## config.mk

```make
export PLATFORM = sky130hd
export DESIGN_NAME = csfp_core
export DESIGN_NICKNAME = d
export VERILOG_FILES = /design/src/inc/csfp_pkg.sv /design/src/logic/csfp_alu_flags.sv /design/src/logic/csfp_core.sv
export SDC_FILE = /design/constraint.sdc
export NUM_CORES = 1
export LEC_CHECK = 0
export BUFFER_PORTS_ARGS = -buffer_cell sky130_fd_sc_hd__clkbuf_2
export CAP_MARGIN = 20
export CORE_ASPECT_RATIO = 2
export CORE_MARGIN = 1
export CORE_UTILIZATION = 55
export CTS_CLUSTER_DIAMETER = 80
export CTS_CLUSTER_SIZE = 14
export DETAILED_ROUTE_END_ITERATION = 8
export GPL_TIMING_DRIVEN = 0
export PLACE_DENSITY = 0.81
export RECOVER_POWER = 25
export SLEW_MARGIN = 10
export SYNTH_ARGS = -nofsm -noshare
export SYNTH_HDL_FRONTEND = slang
export SYNTH_SLANG_ARGS = --single-unit
```

## constraint.sdc

```tcl
create_clock -name clock -period 3.05 [get_ports clock]
set_input_delay 0.305 -clock clock [delete_from_list [all_inputs] [get_ports clock]]
set_output_delay 0.305 -clock clock [all_outputs]
set_load 0.01 [all_outputs]
```

## src/inc/csfp_pkg.sv

```systemverilog
package csfp_pkg;

    // ****************************************
    // vectors and program space
    // ****************************************
    localparam logic [15:0] VEC_RESET = 16'hFFFE;
    // external interrupt n vectors at VEC_EXT0 - 2n
    localparam logic [15:0] VEC_EXT0 = 16'hFFFA;
    localparam logic [15:0] VEC_TBL15 = 16'hFFC0;
    localparam logic [3:0] TBL_TOP = 4'hF;
    // break shares the table call 0 slot
    localparam logic [3:0] BREAK_SLOT = 4'h0;
    localparam logic [7:0] PGCALL_PAGE = 8'hFF;
    localparam logic [15:0] PGCALL_LEN = 16'h0002;
    localparam logic [7:0] STACK_PAGE = 8'h01;
    localparam int PROG_AW = 13;

    // ****************************************
    // registers
    // ****************************************
    localparam logic [7:0] ADDR_RPS = 8'hF3;
    localparam logic [7:0] ADDR_PSW = 8'hF4;
    localparam logic [7:0] RPS_RESET = 8'h00;
    localparam logic [7:0] PSW_RESET = 8'h00;
    localparam logic [7:0] SP_RESET = 8'h00;
    localparam int F_C = 0;
    localparam int F_Z = 1;
    localparam int F_I = 2;
    localparam int F_H = 3;
    localparam int F_B = 4;
    localparam int F_G = 5;
    localparam int F_V = 6;
    localparam int F_N = 7;
    localparam logic [2:0] PG0 = 3'h0;
    localparam logic [2:0] PG1 = 3'h1;
    localparam logic [2:0] PG4 = 3'h4;

    // ****************************************
    // types
    // ****************************************
    typedef enum logic [2:0] {
        ALU_ADD = 3'h0,
        ALU_SUB = 3'h1,
        ALU_SHL = 3'h2,
        ALU_SHR = 3'h3,
        ALU_ROL = 3'h4,
        ALU_ROR = 3'h5,
        ALU_MOV = 3'h6
    } csfp_alu_op_t;

    typedef enum logic [1:0] {
        ST_RUN = 2'h0,
        ST_VLO = 2'h1,
        ST_VHI = 2'h3
    } csfp_fsm_t;

    typedef struct packed {
        logic valid;
        csfp_alu_op_t op;
        logic [7:0] a;
        logic [7:0] b;
    } csfp_alu_in_t;

    typedef struct packed {
        logic c, h, v, z, n;
        logic upC, upH, upV;
    } csfp_flags_t;

    typedef struct packed {
        logic pswLoad, intOn, intOff, dpSet, dpClr, ovClr, bitTest, swBreak;
        logic tblCall;
        logic [3:0] tnum;
        logic pgCall;
        logic [7:0] poff;
        logic spLoad, push, pop, pcLoad;
        logic [1:0] pcStep;
    } csfp_cmd_t;

    typedef struct packed {
        csfp_fsm_t fsm;
        logic [15:0] vecBase;
        logic [7:0] vecLo;
        logic [15:0] pc;
        logic [7:0] sp;
        logic [7:0] processor_status_word;
        logic [7:0] rps;
        logic [15:0] stackAddr;
        logic [PROG_AW-1:0] progAddr;
        logic [2:0] ramPage;
        logic pageValid;
        logic [10:0] dirAddr;
        logic intGrant;
        logic vecBusy;
        logic [15:0] retAddr;
        logic [7:0] rdData;
        logic [7:0] aluRes;
    } csfp_state_t;

    localparam csfp_state_t STATE_RESET = '{
        fsm: ST_VLO, vecBase: VEC_RESET, vecLo: 8'h00, pc: 16'h0000,
        sp: SP_RESET, processor_status_word: PSW_RESET, rps: RPS_RESET,
        stackAddr: 16'h0000, progAddr: VEC_RESET[PROG_AW-1:0],
        ramPage: PG0, pageValid: 1'b1, dirAddr: 11'h000,
        intGrant: 1'b0, vecBusy: 1'b1, retAddr: 16'h0000,
        rdData: 8'h00, aluRes: 8'h00};

endpackage

```

## src/logic/csfp_alu_flags.sv

```systemverilog
module csfp_alu_flags (
    input csfp_pkg::csfp_alu_op_t op,
    input logic [7:0] a,
    input logic [7:0] b,
    input logic cin,
    output logic [7:0] result,
    output csfp_pkg::csfp_flags_t flags
);

    logic [8:0] sum;
    logic [4:0] low;

    always_comb
    begin
        sum = 9'h000;
        low = 5'h00;
        result = 8'h00;
        flags = '0;
        unique case (op)
        csfp_pkg::ALU_ADD:
        begin
            sum = {1'b0, a} + {1'b0, b} + {8'h00, cin};
            low = {1'b0, a[3:0]} + {1'b0, b[3:0]} + {4'h0, cin};
            result = sum[7:0];
            flags.v = (a[7] == b[7]) && (sum[7] != a[7]);
        end
        csfp_pkg::ALU_SUB:
        begin
            // cin high means no borrow pending
            sum = {1'b0, a} + {1'b0, ~b} + {8'h00, cin};
            low = {1'b0, a[3:0]} + {1'b0, ~b[3:0]} + {4'h0, cin};
            result = sum[7:0];
            flags.v = (a[7] != b[7]) && (sum[7] != a[7]);
        end
        csfp_pkg::ALU_SHL:
        begin
            result = {a[6:0], 1'b0};
            flags.c = a[7];
        end
        csfp_pkg::ALU_ROL:
        begin
            result = {a[6:0], cin};
            flags.c = a[7];
        end
        csfp_pkg::ALU_SHR:
        begin
            result = {1'b0, a[7:1]};
            flags.c = a[0];
        end
        csfp_pkg::ALU_ROR:
        begin
            result = {cin, a[7:1]};
            flags.c = a[0];
        end
        csfp_pkg::ALU_MOV:
        begin
            result = b;
        end
        default:
        begin
            result = 8'h00;
        end
        endcase
        if (op == csfp_pkg::ALU_ADD || op == csfp_pkg::ALU_SUB)
        begin
            flags.c = sum[8];
            flags.h = low[4];
            flags.upC = 1'b1;
            flags.upH = 1'b1;
            flags.upV = 1'b1;
        end
        else if (op != csfp_pkg::ALU_MOV)
        begin
            flags.upC = 1'b1;
        end
        flags.z = (result == 8'h00);
        flags.n = result[7];
    end

endmodule

```

## src/logic/csfp_core.sv

```systemverilog
// Notes on behaviour
// - 16-bit pc, fetched from FFFE/FFFF after reset
// - carry takes alu carry or no-borrow, also shifts and rotates
// - zero set for a zero result or transfer, else cleared
// - interrupt enable gates interrupts; acceptance and disable clear it
// - half carry from bit 3, rewritten by every add or subtract; clear-overflow also clears it
// - software break sets the break flag
// - direct page flag 0 gives page zero, 1 uses page select
// - overflow sticky on signed overflow, cleared by clear-overflow
// - bit test copies memory bit 6 to overflow, 7 to negative
// - negative follows result bit 7
// - 8K program memory, pc wraps past FFFF to 0000
// - table call n vectors at FFC0 plus 2*(15-n)
// - page call jumps into page FF, two bytes long
// - external interrupt n vectors at FFFA minus 2n
// - page 0 while direct page flag clear, else page select
// - page codes 000, 001, 100 map pages 0, 1, 4
// - stack pointer decrements after push, increments before pop
//
// Strobed register access is this design's own decision.
module csfp_core (
    input logic clock,
    input logic rst_n,
    input logic clockEn,
    input csfp_pkg::csfp_cmd_t cmd,
    input csfp_pkg::csfp_alu_in_t aluIn,
    input logic [7:0] cmdData,
    input logic [15:0] pcTarget,
    input logic intReq,
    input logic [3:0] intNum,
    input logic [7:0] progData,
    input logic [7:0] dirOffset,
    input logic [7:0] regAddr,
    input logic [7:0] regWrData,
    input logic regWr,
    input logic regRd,
    output logic [7:0] regRdData,
    output logic [15:0] pcOut,
    output logic [7:0] pswOut,
    output logic [7:0] spOut,
    output logic [15:0] stackAddr,
    output logic [12:0] progAddr,
    output logic vecBusy,
    output logic intGrant,
    output logic [15:0] retAddr,
    output logic [7:0] aluResult,
    output logic [2:0] ramPage,
    output logic pageValid,
    output logic [10:0] dirAddr
);

    // ****************************************
    // state and alu
    // ****************************************
    csfp_pkg::csfp_state_t st_reg;
    csfp_pkg::csfp_state_t st_next;
    csfp_pkg::csfp_flags_t af;
    logic [7:0] aluRes;
    logic run;
    logic idle;

    csfp_alu_flags csfp_alu_flags_inst (
        .op(aluIn.op),
        .a(aluIn.a),
        .b(aluIn.b),
        .cin(st_reg.processor_status_word[csfp_pkg::F_C]),
        .result(aluRes),
        .flags(af)
    );

    assign run = (st_reg.fsm == csfp_pkg::ST_RUN);
    // interrupts only between commands, so taking one drops no command
    assign idle = (cmd == '0) && !aluIn.valid;

    // ****************************************
    // next state
    // ****************************************
    always_comb
    begin
        st_next = st_reg;
        st_next.intGrant = 1'b0;
        st_next.rdData = 8'h00;
        unique case (st_reg.fsm)
        csfp_pkg::ST_VLO:
        begin
            st_next.vecLo = progData;
            st_next.fsm = csfp_pkg::ST_VHI;
        end
        csfp_pkg::ST_VHI:
        begin
            st_next.pc = {progData, st_reg.vecLo};
            st_next.fsm = csfp_pkg::ST_RUN;
        end
        csfp_pkg::ST_RUN:
        begin
            if (intReq && st_reg.processor_status_word[csfp_pkg::F_I] && idle)
            begin
                st_next.processor_status_word[csfp_pkg::F_I] = 1'b0;
                st_next.intGrant = 1'b1;
                st_next.vecBase = csfp_pkg::VEC_EXT0
                    - {11'h000, intNum, 1'b0};
                st_next.fsm = csfp_pkg::ST_VLO;
            end
            else
            begin
                if (cmd.pswLoad)
                begin
                    st_next.processor_status_word = cmdData;
                end
                if (cmd.intOn)
                begin
                    st_next.processor_status_word[csfp_pkg::F_I] = 1'b1;
                end
                if (cmd.intOff)
                begin
                    st_next.processor_status_word[csfp_pkg::F_I] = 1'b0;
                end
                if (cmd.dpSet)
                begin
                    st_next.processor_status_word[csfp_pkg::F_G] = 1'b1;
                end
                if (cmd.dpClr)
                begin
                    st_next.processor_status_word[csfp_pkg::F_G] = 1'b0;
                end
                // clear before alu so a new set wins
                if (cmd.ovClr)
                begin
                    st_next.processor_status_word[csfp_pkg::F_H] = 1'b0;
                    st_next.processor_status_word[csfp_pkg::F_V] = 1'b0;
                end
                if (aluIn.valid)
                begin
                    st_next.aluRes = aluRes;
                    if (af.upC)
                    begin
                        st_next.processor_status_word[csfp_pkg::F_C] = af.c;
                    end
                    if (af.upH)
                    begin
                        st_next.processor_status_word[csfp_pkg::F_H] = af.h;
                    end
                    if (af.upV)
                    begin
                        st_next.processor_status_word[csfp_pkg::F_V] =
                            st_next.processor_status_word[csfp_pkg::F_V] | af.v;
                    end
                    st_next.processor_status_word[csfp_pkg::F_Z] = af.z;
                    st_next.processor_status_word[csfp_pkg::F_N] = af.n;
                end
                if (cmd.bitTest)
                begin
                    st_next.processor_status_word[csfp_pkg::F_V] = cmdData[6];
                    st_next.processor_status_word[csfp_pkg::F_N] = cmdData[7];
                end
                if (cmd.spLoad)
                begin
                    st_next.sp = cmdData;
                end
                else if (cmd.push)
                begin
                    st_next.stackAddr = {csfp_pkg::STACK_PAGE, st_reg.sp};
                    st_next.sp = st_reg.sp - 8'h01;
                end
                else if (cmd.pop)
                begin
                    st_next.sp = st_reg.sp + 8'h01;
                    st_next.stackAddr = {csfp_pkg::STACK_PAGE,
                        st_next.sp};
                end
                if (cmd.swBreak)
                begin
                    st_next.processor_status_word[csfp_pkg::F_B] = 1'b1;
                    st_next.vecBase = csfp_pkg::VEC_TBL15 + {11'h000,
                        csfp_pkg::TBL_TOP - csfp_pkg::BREAK_SLOT, 1'b0};
                    st_next.fsm = csfp_pkg::ST_VLO;
                end
                else if (cmd.tblCall)
                begin
                    st_next.vecBase = csfp_pkg::VEC_TBL15 + {11'h000,
                        csfp_pkg::TBL_TOP - cmd.tnum, 1'b0};
                    st_next.fsm = csfp_pkg::ST_VLO;
                end
                else if (cmd.pgCall)
                begin
                    st_next.retAddr = st_reg.pc + csfp_pkg::PGCALL_LEN;
                    st_next.pc = {csfp_pkg::PGCALL_PAGE, cmd.poff};
                end
                else if (cmd.pcLoad)
                begin
                    st_next.pc = pcTarget;
                end
                else
                begin
                    st_next.pc = st_reg.pc + {14'h0000, cmd.pcStep};
                end
            end
        end
        default:
        begin
            st_next.fsm = csfp_pkg::ST_VLO;
            st_next.vecBase = csfp_pkg::VEC_RESET;
        end
        endcase

        // ****************************************
        // register port
        // ****************************************
        if (regWr && regAddr == csfp_pkg::ADDR_RPS)
        begin
            st_next.rps = regWrData;
        end
        if (regRd)
        begin
            if (regAddr == csfp_pkg::ADDR_RPS)
            begin
                st_next.rdData = st_reg.rps;
            end
            else if (regAddr == csfp_pkg::ADDR_PSW)
            begin
                st_next.rdData = st_reg.processor_status_word;
            end
        end

        if (st_next.fsm == csfp_pkg::ST_RUN)
        begin
            st_next.progAddr = st_next.pc[12:0];
        end
        else if (st_next.fsm == csfp_pkg::ST_VLO)
        begin
            st_next.progAddr = st_next.vecBase[12:0];
        end
        else
        begin
            st_next.progAddr = st_reg.vecBase[12:0] + 13'h0001;
        end
        st_next.vecBusy = (st_next.fsm != csfp_pkg::ST_RUN);

        st_next.pageValid = 1'b1;
        st_next.ramPage = csfp_pkg::PG0;
        if (st_next.processor_status_word[csfp_pkg::F_G])
        begin
            unique case (st_next.rps[2:0])
            csfp_pkg::PG0, csfp_pkg::PG1, csfp_pkg::PG4:
            begin
                st_next.ramPage = st_next.rps[2:0];
            end
            default:
            begin
                st_next.pageValid = 1'b0;
            end
            endcase
        end
        st_next.dirAddr = {st_reg.ramPage, dirOffset};
    end

    always_ff @(posedge clock or negedge rst_n)
    begin
        if (!rst_n)
        begin
            st_reg <= csfp_pkg::STATE_RESET;
        end
        else if (clockEn)
        begin
            st_reg <= st_next;
        end
    end

    assign regRdData = st_reg.rdData;
    assign pcOut = st_reg.pc;
    assign pswOut = st_reg.processor_status_word;
    assign spOut = st_reg.sp;
    assign stackAddr = st_reg.stackAddr;
    assign progAddr = st_reg.progAddr;
    assign vecBusy = st_reg.vecBusy;
    assign intGrant = st_reg.intGrant;
    assign retAddr = st_reg.retAddr;
    assign aluResult = st_reg.aluRes;
    assign ramPage = st_reg.ramPage;
    assign pageValid = st_reg.pageValid;
    assign dirAddr = st_reg.dirAddr;

    // ****************************************
    // checks
    // ****************************************
    logic act;
    logic ovClrFire;
    logic loadFire;
    assign act = clockEn && run;
    assign ovClrFire = act && !(intReq && st_reg.processor_status_word[csfp_pkg::F_I] && idle)
        && cmd.ovClr;
    assign loadFire = act && cmd.pswLoad;

    vec_load_a: assert property (@(posedge clock) disable iff (!rst_n)
        st_reg.fsm == csfp_pkg::ST_VHI && clockEn |=>
        st_reg.pc == {$past(progData), $past(st_reg.vecLo)} && run)
        else $error("pc not loaded from vector");
    carry_cap_a: assert property (@(posedge clock) disable iff (!rst_n)
        act && !cmd.pswLoad && aluIn.valid && af.upC |=>
        st_reg.processor_status_word[csfp_pkg::F_C] == $past(af.c))
        else $error("carry not captured");
    zero_neg_a: assert property (@(posedge clock) disable iff (!rst_n)
        act && aluIn.valid && !cmd.bitTest |=>
        st_reg.processor_status_word[csfp_pkg::F_Z] == (st_reg.aluRes == 8'h00)
        && st_reg.processor_status_word[csfp_pkg::F_N] == st_reg.aluRes[7])
        else $error("zero or negative wrong");
    int_gate_a: assert property (@(posedge clock) disable iff (!rst_n)
        st_reg.intGrant |-> !st_reg.processor_status_word[csfp_pkg::F_I]
        && st_reg.fsm == csfp_pkg::ST_VLO && $past(st_reg.processor_status_word[csfp_pkg::F_I]))
        else $error("interrupt taken while disabled");
    ovf_sticky_a: assert property (@(posedge clock) disable iff (!rst_n)
        $fell(st_reg.processor_status_word[csfp_pkg::F_V]) |->
        $past(ovClrFire) || $past(loadFire) || $past(cmd.bitTest))
        else $error("overflow cleared without cause");
    break_flag_a: assert property (@(posedge clock) disable iff (!rst_n)
        act && cmd.swBreak && !idle |=> st_reg.processor_status_word[csfp_pkg::F_B]
        ##1 st_reg.progAddr == 13'h1FDF)
        else $error("break not flagged or vectored");
    page_zero_a: assert property (@(posedge clock) disable iff (!rst_n)
        !st_reg.processor_status_word[csfp_pkg::F_G] |->
        st_reg.ramPage == csfp_pkg::PG0 && st_reg.pageValid)
        else $error("page not zero with flag clear");
    page_dec_a: assert property (@(posedge clock) disable iff (!rst_n)
        st_reg.processor_status_word[csfp_pkg::F_G] |->
        st_reg.pageValid == (st_reg.rps[2:0] inside {3'h0, 3'h1, 3'h4}))
        else $error("page decode wrong");
    int_vec_a: assert property (@(posedge clock) disable iff (!rst_n)
        st_reg.intGrant |->
        st_reg.vecBase == 16'hFFFA - {11'h000, $past(intNum), 1'b0})
        else $error("interrupt vector wrong");
    push_dec_a: assert property (@(posedge clock) disable iff (!rst_n)
        act && idle == 1'b0 && cmd.push && !cmd.spLoad |=>
        st_reg.sp == $past(st_reg.sp) - 8'h01
        && st_reg.stackAddr[7:0] == $past(st_reg.sp))
        else $error("push order wrong");

endmodule

```

# ---- Word-level counts from Yosys, hierarchy flattened
# Cells that the tools add are included.
dict set report classes {
  add_sub_neg 16
  n_mul 0
  div 0
  magnitude_cmp 0
  n_eq_ne 25
  shift 0
  muxes 58
  bitwise 7
  reduce_logical 34
}
# op n
set op_table {}
lappend op_table {{2-to-1 mux 16 bit} 6}
lappend op_table {{2-to-1 mux 8 bit} 9}
lappend op_table {{one-hot mux 8 bit (7 select lines)} 1}
lappend op_table {{2-to-1 mux 18 bit} 3}
lappend op_table {{one-hot mux 16 bit (2 select lines)} 1}
lappend op_table {{2-to-1 mux 29 bit} 1}
lappend op_table {{zero test 28 bit} 1}
lappend op_table {{2-to-1 mux 13 bit} 2}
lappend op_table {{one-hot mux 13 bit (2 select lines)} 1}
lappend op_table {{AND reduction 4 bit} 5}
lappend op_table {{2-to-1 mux 1 bit} 19}
lappend op_table {{adder 8 x 8 -> 9 bit} 2}
lappend op_table {{adder 9 x 1 -> 9 bit} 2}
lappend op_table {{one-hot mux 9 bit (2 select lines)} 1}
lappend op_table {{adder 16 x 2 -> 16 bit} 1}
lappend op_table {{adder 16 x 2 -> 16 bit (second input constant)} 1}
lappend op_table {{equality test 8 bit (second input constant)} 2}
lappend op_table {{adder 13 x 1 -> 13 bit (second input constant)} 1}
lappend op_table {{equality test 3 bit (second input constant)} 4}
lappend op_table {{2-to-1 mux 2 bit} 6}
lappend op_table {{adder 4 x 4 -> 5 bit} 2}
lappend op_table {{adder 5 x 1 -> 5 bit} 2}
lappend op_table {{inequality test 5 x 4 -> 1 bit (second input constant)} 2}
lappend op_table {{one-hot mux 5 bit (2 select lines)} 1}
lappend op_table {{37 further kinds} 64}
dict set report word_totals {
  register_bits 141
  latch_bits 0
  ram_bits 0
  rom_bits 0
  inputBits 114
  elab_cells 164
  mem_count 0
}

# ---- Logic depth before layout (Yosys ltp)
dict set report depth {
  word_depth 15
  ltp_mapped 11
}

# ---- Hierarchy
# Synthesis repeated with hierarchy kept, for this count alone.
dict set report unflattened {
  hier_cells 1089
  area_unflattened_um2 9845.7
}
# module n_inst cells_per_inst area_each_um2
set modules_own_cells {}
lappend modules_own_cells {csfp_core 1 913 8570.7}
lappend modules_own_cells {csfp_alu_flags 1 176 1275.0}

# ---- Least setup slack after synthesis
# OpenSTA, ideal clock, no wires.
dict set report synth_path {
  path_type {register to register}
  startpoint {register st_reg, in the netlist pswOut[0]}
  endpoint {register st_reg, in the netlist pswOut[1]}
  arrival_time_ps 2483
  required_ps 2955
  path_slack_ps 472
  stages_incl_launch_ff 11
  n_path_buf 0
  period_less_slack_ps 2578
  path_cell_list {dfrtp_1 -> inv_1 -> fa_1 -> fa_1 -> or2_2 -> a211o_1 -> a21oi_1 -> o311ai_0 -> o31ai_1 -> nand2_1 -> o31ai_1}
}
dict set report synth_between {
  elab_chain_cells 4
}
# element line_no
set synth_rtl {}
lappend synth_rtl {{start: declaration} csfp_core.sv:55} ;# csfp_pkg::csfp_state_t st_reg;
lappend synth_rtl {{start signal: assignment} csfp_core.sv:261} ;# st_reg <= csfp_pkg::STATE_RESET;
lappend synth_rtl {{start signal: assignment} csfp_core.sv:265} ;# st_reg <= st_next;
lappend synth_rtl {{adder 9 x 1 -> 9 bit (on tied branches)} {csfp_alu_flags.sv:30, csfp_alu_flags.sv:22}}
lappend synth_rtl {{one-hot mux 8 bit (7 select lines) (*)} csfp_alu_flags.sv:19} ;# unique case (op)
lappend synth_rtl {{zero test 8 bit (*)} csfp_alu_flags.sv:76} ;# flags.z = (result == 8'h00);
lappend synth_rtl {{2-to-1 mux 2 bit (*)} csfp_core.sv:132} ;# if (aluIn.valid)
# Mark *: on every way between the ends. The rest lies on a longest branch, timed or not.
# A chain may end at the register's enable or synchronous reset.

# ---- Worst setup path after layout
dict set report layout_path {
  startpoint {register st_reg, in the netlist pswOut[0]}
  endpoint {register st_reg, in the netlist aluResult[7]}
}
dict set report layout_between {
  elab_chain_cells 2
}
# element line_no
set layout_rtl {}
lappend layout_rtl {{adder 9 x 1 -> 9 bit (on tied branches)} {csfp_alu_flags.sv:30, csfp_alu_flags.sv:22}}
lappend layout_rtl {{one-hot mux 8 bit (7 select lines) (*)} csfp_alu_flags.sv:19}
# Marks and branches as above.

==> key figures <==
Placed design
  • Placed Cells: 1559
  • Port Buffers: 212
  • Gp weighted congestion: 0.989
  • Post-DP HPWL: 26700 um

Route
  • Initial DRC Count: 587
  • Routed wire length: 34000 um
  • DR WL/cell: 21.3 um
  • Vias per cell: 5.98
  • Via count: 9541
  • Remaining DRCs: 0
  • DR pass1 iterations: 5
  • Routed Antenna Nets: 0

Worst setup path
  • Worst EP arrival: 3.47 ns
  • Crit-path max FO: 3
  • CP required: 3.36 ns
  • Reg2reg path depth: 9
  • Kind of start point of the critical path: register
  • Setup crit end kind: register
  • Worst setup path class: register to register

Finish
  • Share of cells above drive strength 1: 33.5%
  • Sequential Area: 3390 um^2
  • Area grow syn2layout: 21.2%
  • Finished Layout Cells: 1595
  • Fillers: 1490
  • Multi-input gate area in the final layout: 5180 um^2
  • Antenna diode count: 0
  • # nets final: 1516
  • Max FFs per register: 31

Clock tree
  • CTS Buf Count: 17
  • H-tree depth: 4
  • TritonCTS clock tree: yes
  • Root buf cell: clkbuf_16
  • Worst-skew pair later-pin latency: 0.43 ns
  • # clock sinks: 134
  • Clk slew on worst S/H paths: 0.06 ns
  • CTS max path bufs: 2

Timing
  • Tmin final: 3.16 ns
  • Fin crit share: 104%
  • Hold Violations, Final: 0
  • Setup ws final: -0.108 ns
  • RSZ-0062 raised after global routing: false
  • Slew margin rel.: -9.56%
  • Slew @ Worst Pin: 1.64 ns
  • Fmax: 0.317 GHz
  • Clock skew: 0.00709 ns
  • Fin. max-slew vios: 64
  • Final setup vio count: 3

Synth
  • Post-synth EDFFs: 0
  • Yosys top cell area share: 27.5%
  • Synth Instances: 1130
  • Seq/Total Area, Yosys: 34.7%
  • Yosys cell types: 81
  • Synthesized flop and latch total: 134
  • Leading area contributor after synthesis: dfrtp_1
  • Ys Warns: 0
  • Post-synth ARST share: 100%
  • Main synth FF type: dfrtp_1
  • Mean post-synth cell area: 8.63 um^2
  • Area contributors post-synth: dfrtp_1 27%, buf_4 8.3%, dfstp_2 7.3%
  • Cell Area, Synth: 9750 um^2

Floorplan
  • Die width: 96.1 um
  • Starting Density: 56.4%
  • Core area: 17300 um^2
  • Die area: 18300 um^2
  • I/O pins: 224
  • Row count: 68
  • DIE HEIGHT: 190 um

Global route
  • Pin count of the biggest net entering global routing: 72
  • First-pass GRT wire length: 51100 um
  • Total Routing Usage GR: 38.4%
  • Initial antenna violation count: 0
  • Global route total overflow: 0
  • Number of global-route vias before repair: 9490

Power and ir drop
  • Pleak: 5.50 nW
  • Power, Total: 10.4 mW
  • Peak supply drop: 0.364 mV
  • Pwr dens: 879 nW/um^2

Min path
  • Min-delay worst type: primary input to register
  • Hold path depth: 2

Status
  • Violated checks: max-capacitance violations, max-slew violations, negative setup slack
  • Status: finished, violations left

Flow run
  • Max Cap Viol: 1
-- kinds of logic (layout without fill, tap and decap cells) --
group / count (synthesis) / in the layout / share of synthesized area [%]
and+or+nand+nor: 351 / 351 / 17.7
adders and majority gates: 30 / 30 / 4.24
DFF: 134 / 134 / 34.7
other: 1 / 7 / 0.0385
muxes: 57 / 57 / 6.33
buffers and inverters: 212 / 461 / 12.6
xor gates and xnor gates: 47 / 47 / 4.22
AOI/OAI and AO/OA: 298 / 298 / 20.1
-- final cells by class --
class	instances	area share, %
Tap cell	210	2.23
Clock inverter	15	1.72
Buffer	171	9.12
Clock buffer	17	3.60
Multi-Input combinational cell	790	43.9
Inverter	41	1.30
Timing Repair Buffer	217	9.46
Sequential cell	134	28.7
-- what timing repair did --
item	CTS	global route
setup endpoints to repair	3	7
buffers inserted	1	1
cloned	0	0
gates resized for setup	3	5
pin swaps	0	1
hold buffers	1	0
hold endpoints to repair	40	0
-- per-stage QoR --
step                      util, %  hold slack, ns  cell area [um^2]  worst slack, ns  TNS (ns)
after floorplan                 -         0.00941              9770            0.472         0
after global placement       64.2           0.452             11100           -0.510    -53.72
after detailed placement     64.4           0.321             11100           -0.320    -0.811
after CTS                    68.2          0.0922             11800          0.00750         0
after global routing         68.4          0.0956             11800          0.00559         0
final                        68.4          0.0972             11800           -0.108    -0.207
-- synthesized netlist by cell type (4+ instances only) --
library cell / number
a221o_1: 5
nor3b_1: 4
nand3_1: 34
and3_1: 8
o21ai_0: 87
o2bb2ai_1: 16
dfstp_2: 27
o2111ai_1: 4
a2111oi_0: 4
inv_1: 38
or2_2: 4
buf_4: 108
o22ai_1: 8
nor2_1: 90
ha_1: 25
buf_2: 13
clkbuf_1: 46
a31oi_1: 14
nand2_1: 112
fa_1: 5
a21o_1: 5
mux2i_1: 20
a21oi_1: 58
a222oi_1: 4
nand2b_1: 6
o31ai_1: 8
mux2_2: 37
nor3_1: 28
nor2b_1: 14
dfrtp_1: 107
o211ai_1: 11
o221ai_1: 7
a22oi_1: 21
xnor2_1: 32
xor2_1: 15
a211oi_1: 8
nand4_1: 20
-- cells in the final DEF, fill, tap and decap left out, types with 5 or more instances in the layout --
cell type    n
a31oi_1     14
fa_1         5
o22ai_1      8
buf_2       13
nor2b_1     14
clkbuf_1    48
nand4_1     20
a22oi_1     21
and3_1       8
a221o_1      5
inv_1       38
nor2_1      89
o211ai_1    11
o2bb2ai_1   16
o21ai_0     87
o31ai_1      6
nand2_1    112
xnor2_1     32
a211oi_1     8
mux2i_1     20
a21o_1       5
nand3_1     34
dfrtp_1    106
o221ai_1     7
nor3_1      28
conb_1       7
nand2b_1     6
a21oi_1     56
clkbuf_2   211
xor2_1      15
ha_1        25
mux2_2      37
dfstp_2     27
buf_4      110
clkbuf_16   17
-- worst paths after layout --
path | from | to | slack (ns)
max in group asynchronous | rst_n | progAddr[3]$_DFFE_PN1P_ | 1.12
setup / recovery | pswOut[0]$_DFFE_PN0P_ | aluResult[7]$_DFFE_PN0P_ | -0.11
min in group asynchronous | rst_n | retAddr[3]$_DFFE_PN0P_ | 0.83
hold / removal | regWrData[5] | st_reg[83]$_DFFE_PN0P_ | 0.1
hold reg to reg | stackAddr[8]$_DFFE_PN0P_ | stackAddr[8]$_DFFE_PN0P_ | 0.47
setup reg to reg | pswOut[0]$_DFFE_PN0P_ | aluResult[7]$_DFFE_PN0P_ | -0.11
-- report_power, final --
part / internal (mW) / switching (mW)
sequential: 2.54 / 0.614
combinational: 2.22 / 2.78
clock: 1.37 / 0.854
-- critical path, stage by stage, from the launching register on --
cell and delay, ns:
dfrtp_2 0.46, inv_1 0.13, fa_1 0.24, o21bai_1 0.12, a221oi_1 0.86, a221oi_2 0.16, mux2_2 0.34, nor3b_2 0.32
nor2b_1 0.27, o21ai_0 0.12
-- routing by layer --
layer	routed length, um	share of wire [%]	GRT usage (%)	vias up
met4	3020	8.9	32.1	0
met1	11000	32	36.4	4514
li1	-	-	-	4431
met5	0	0	0	-
met3	1910	5.6	7.18	153
met2	18100	53	68.4	443
Note: power is estimated with default switching activity, not from simulation.
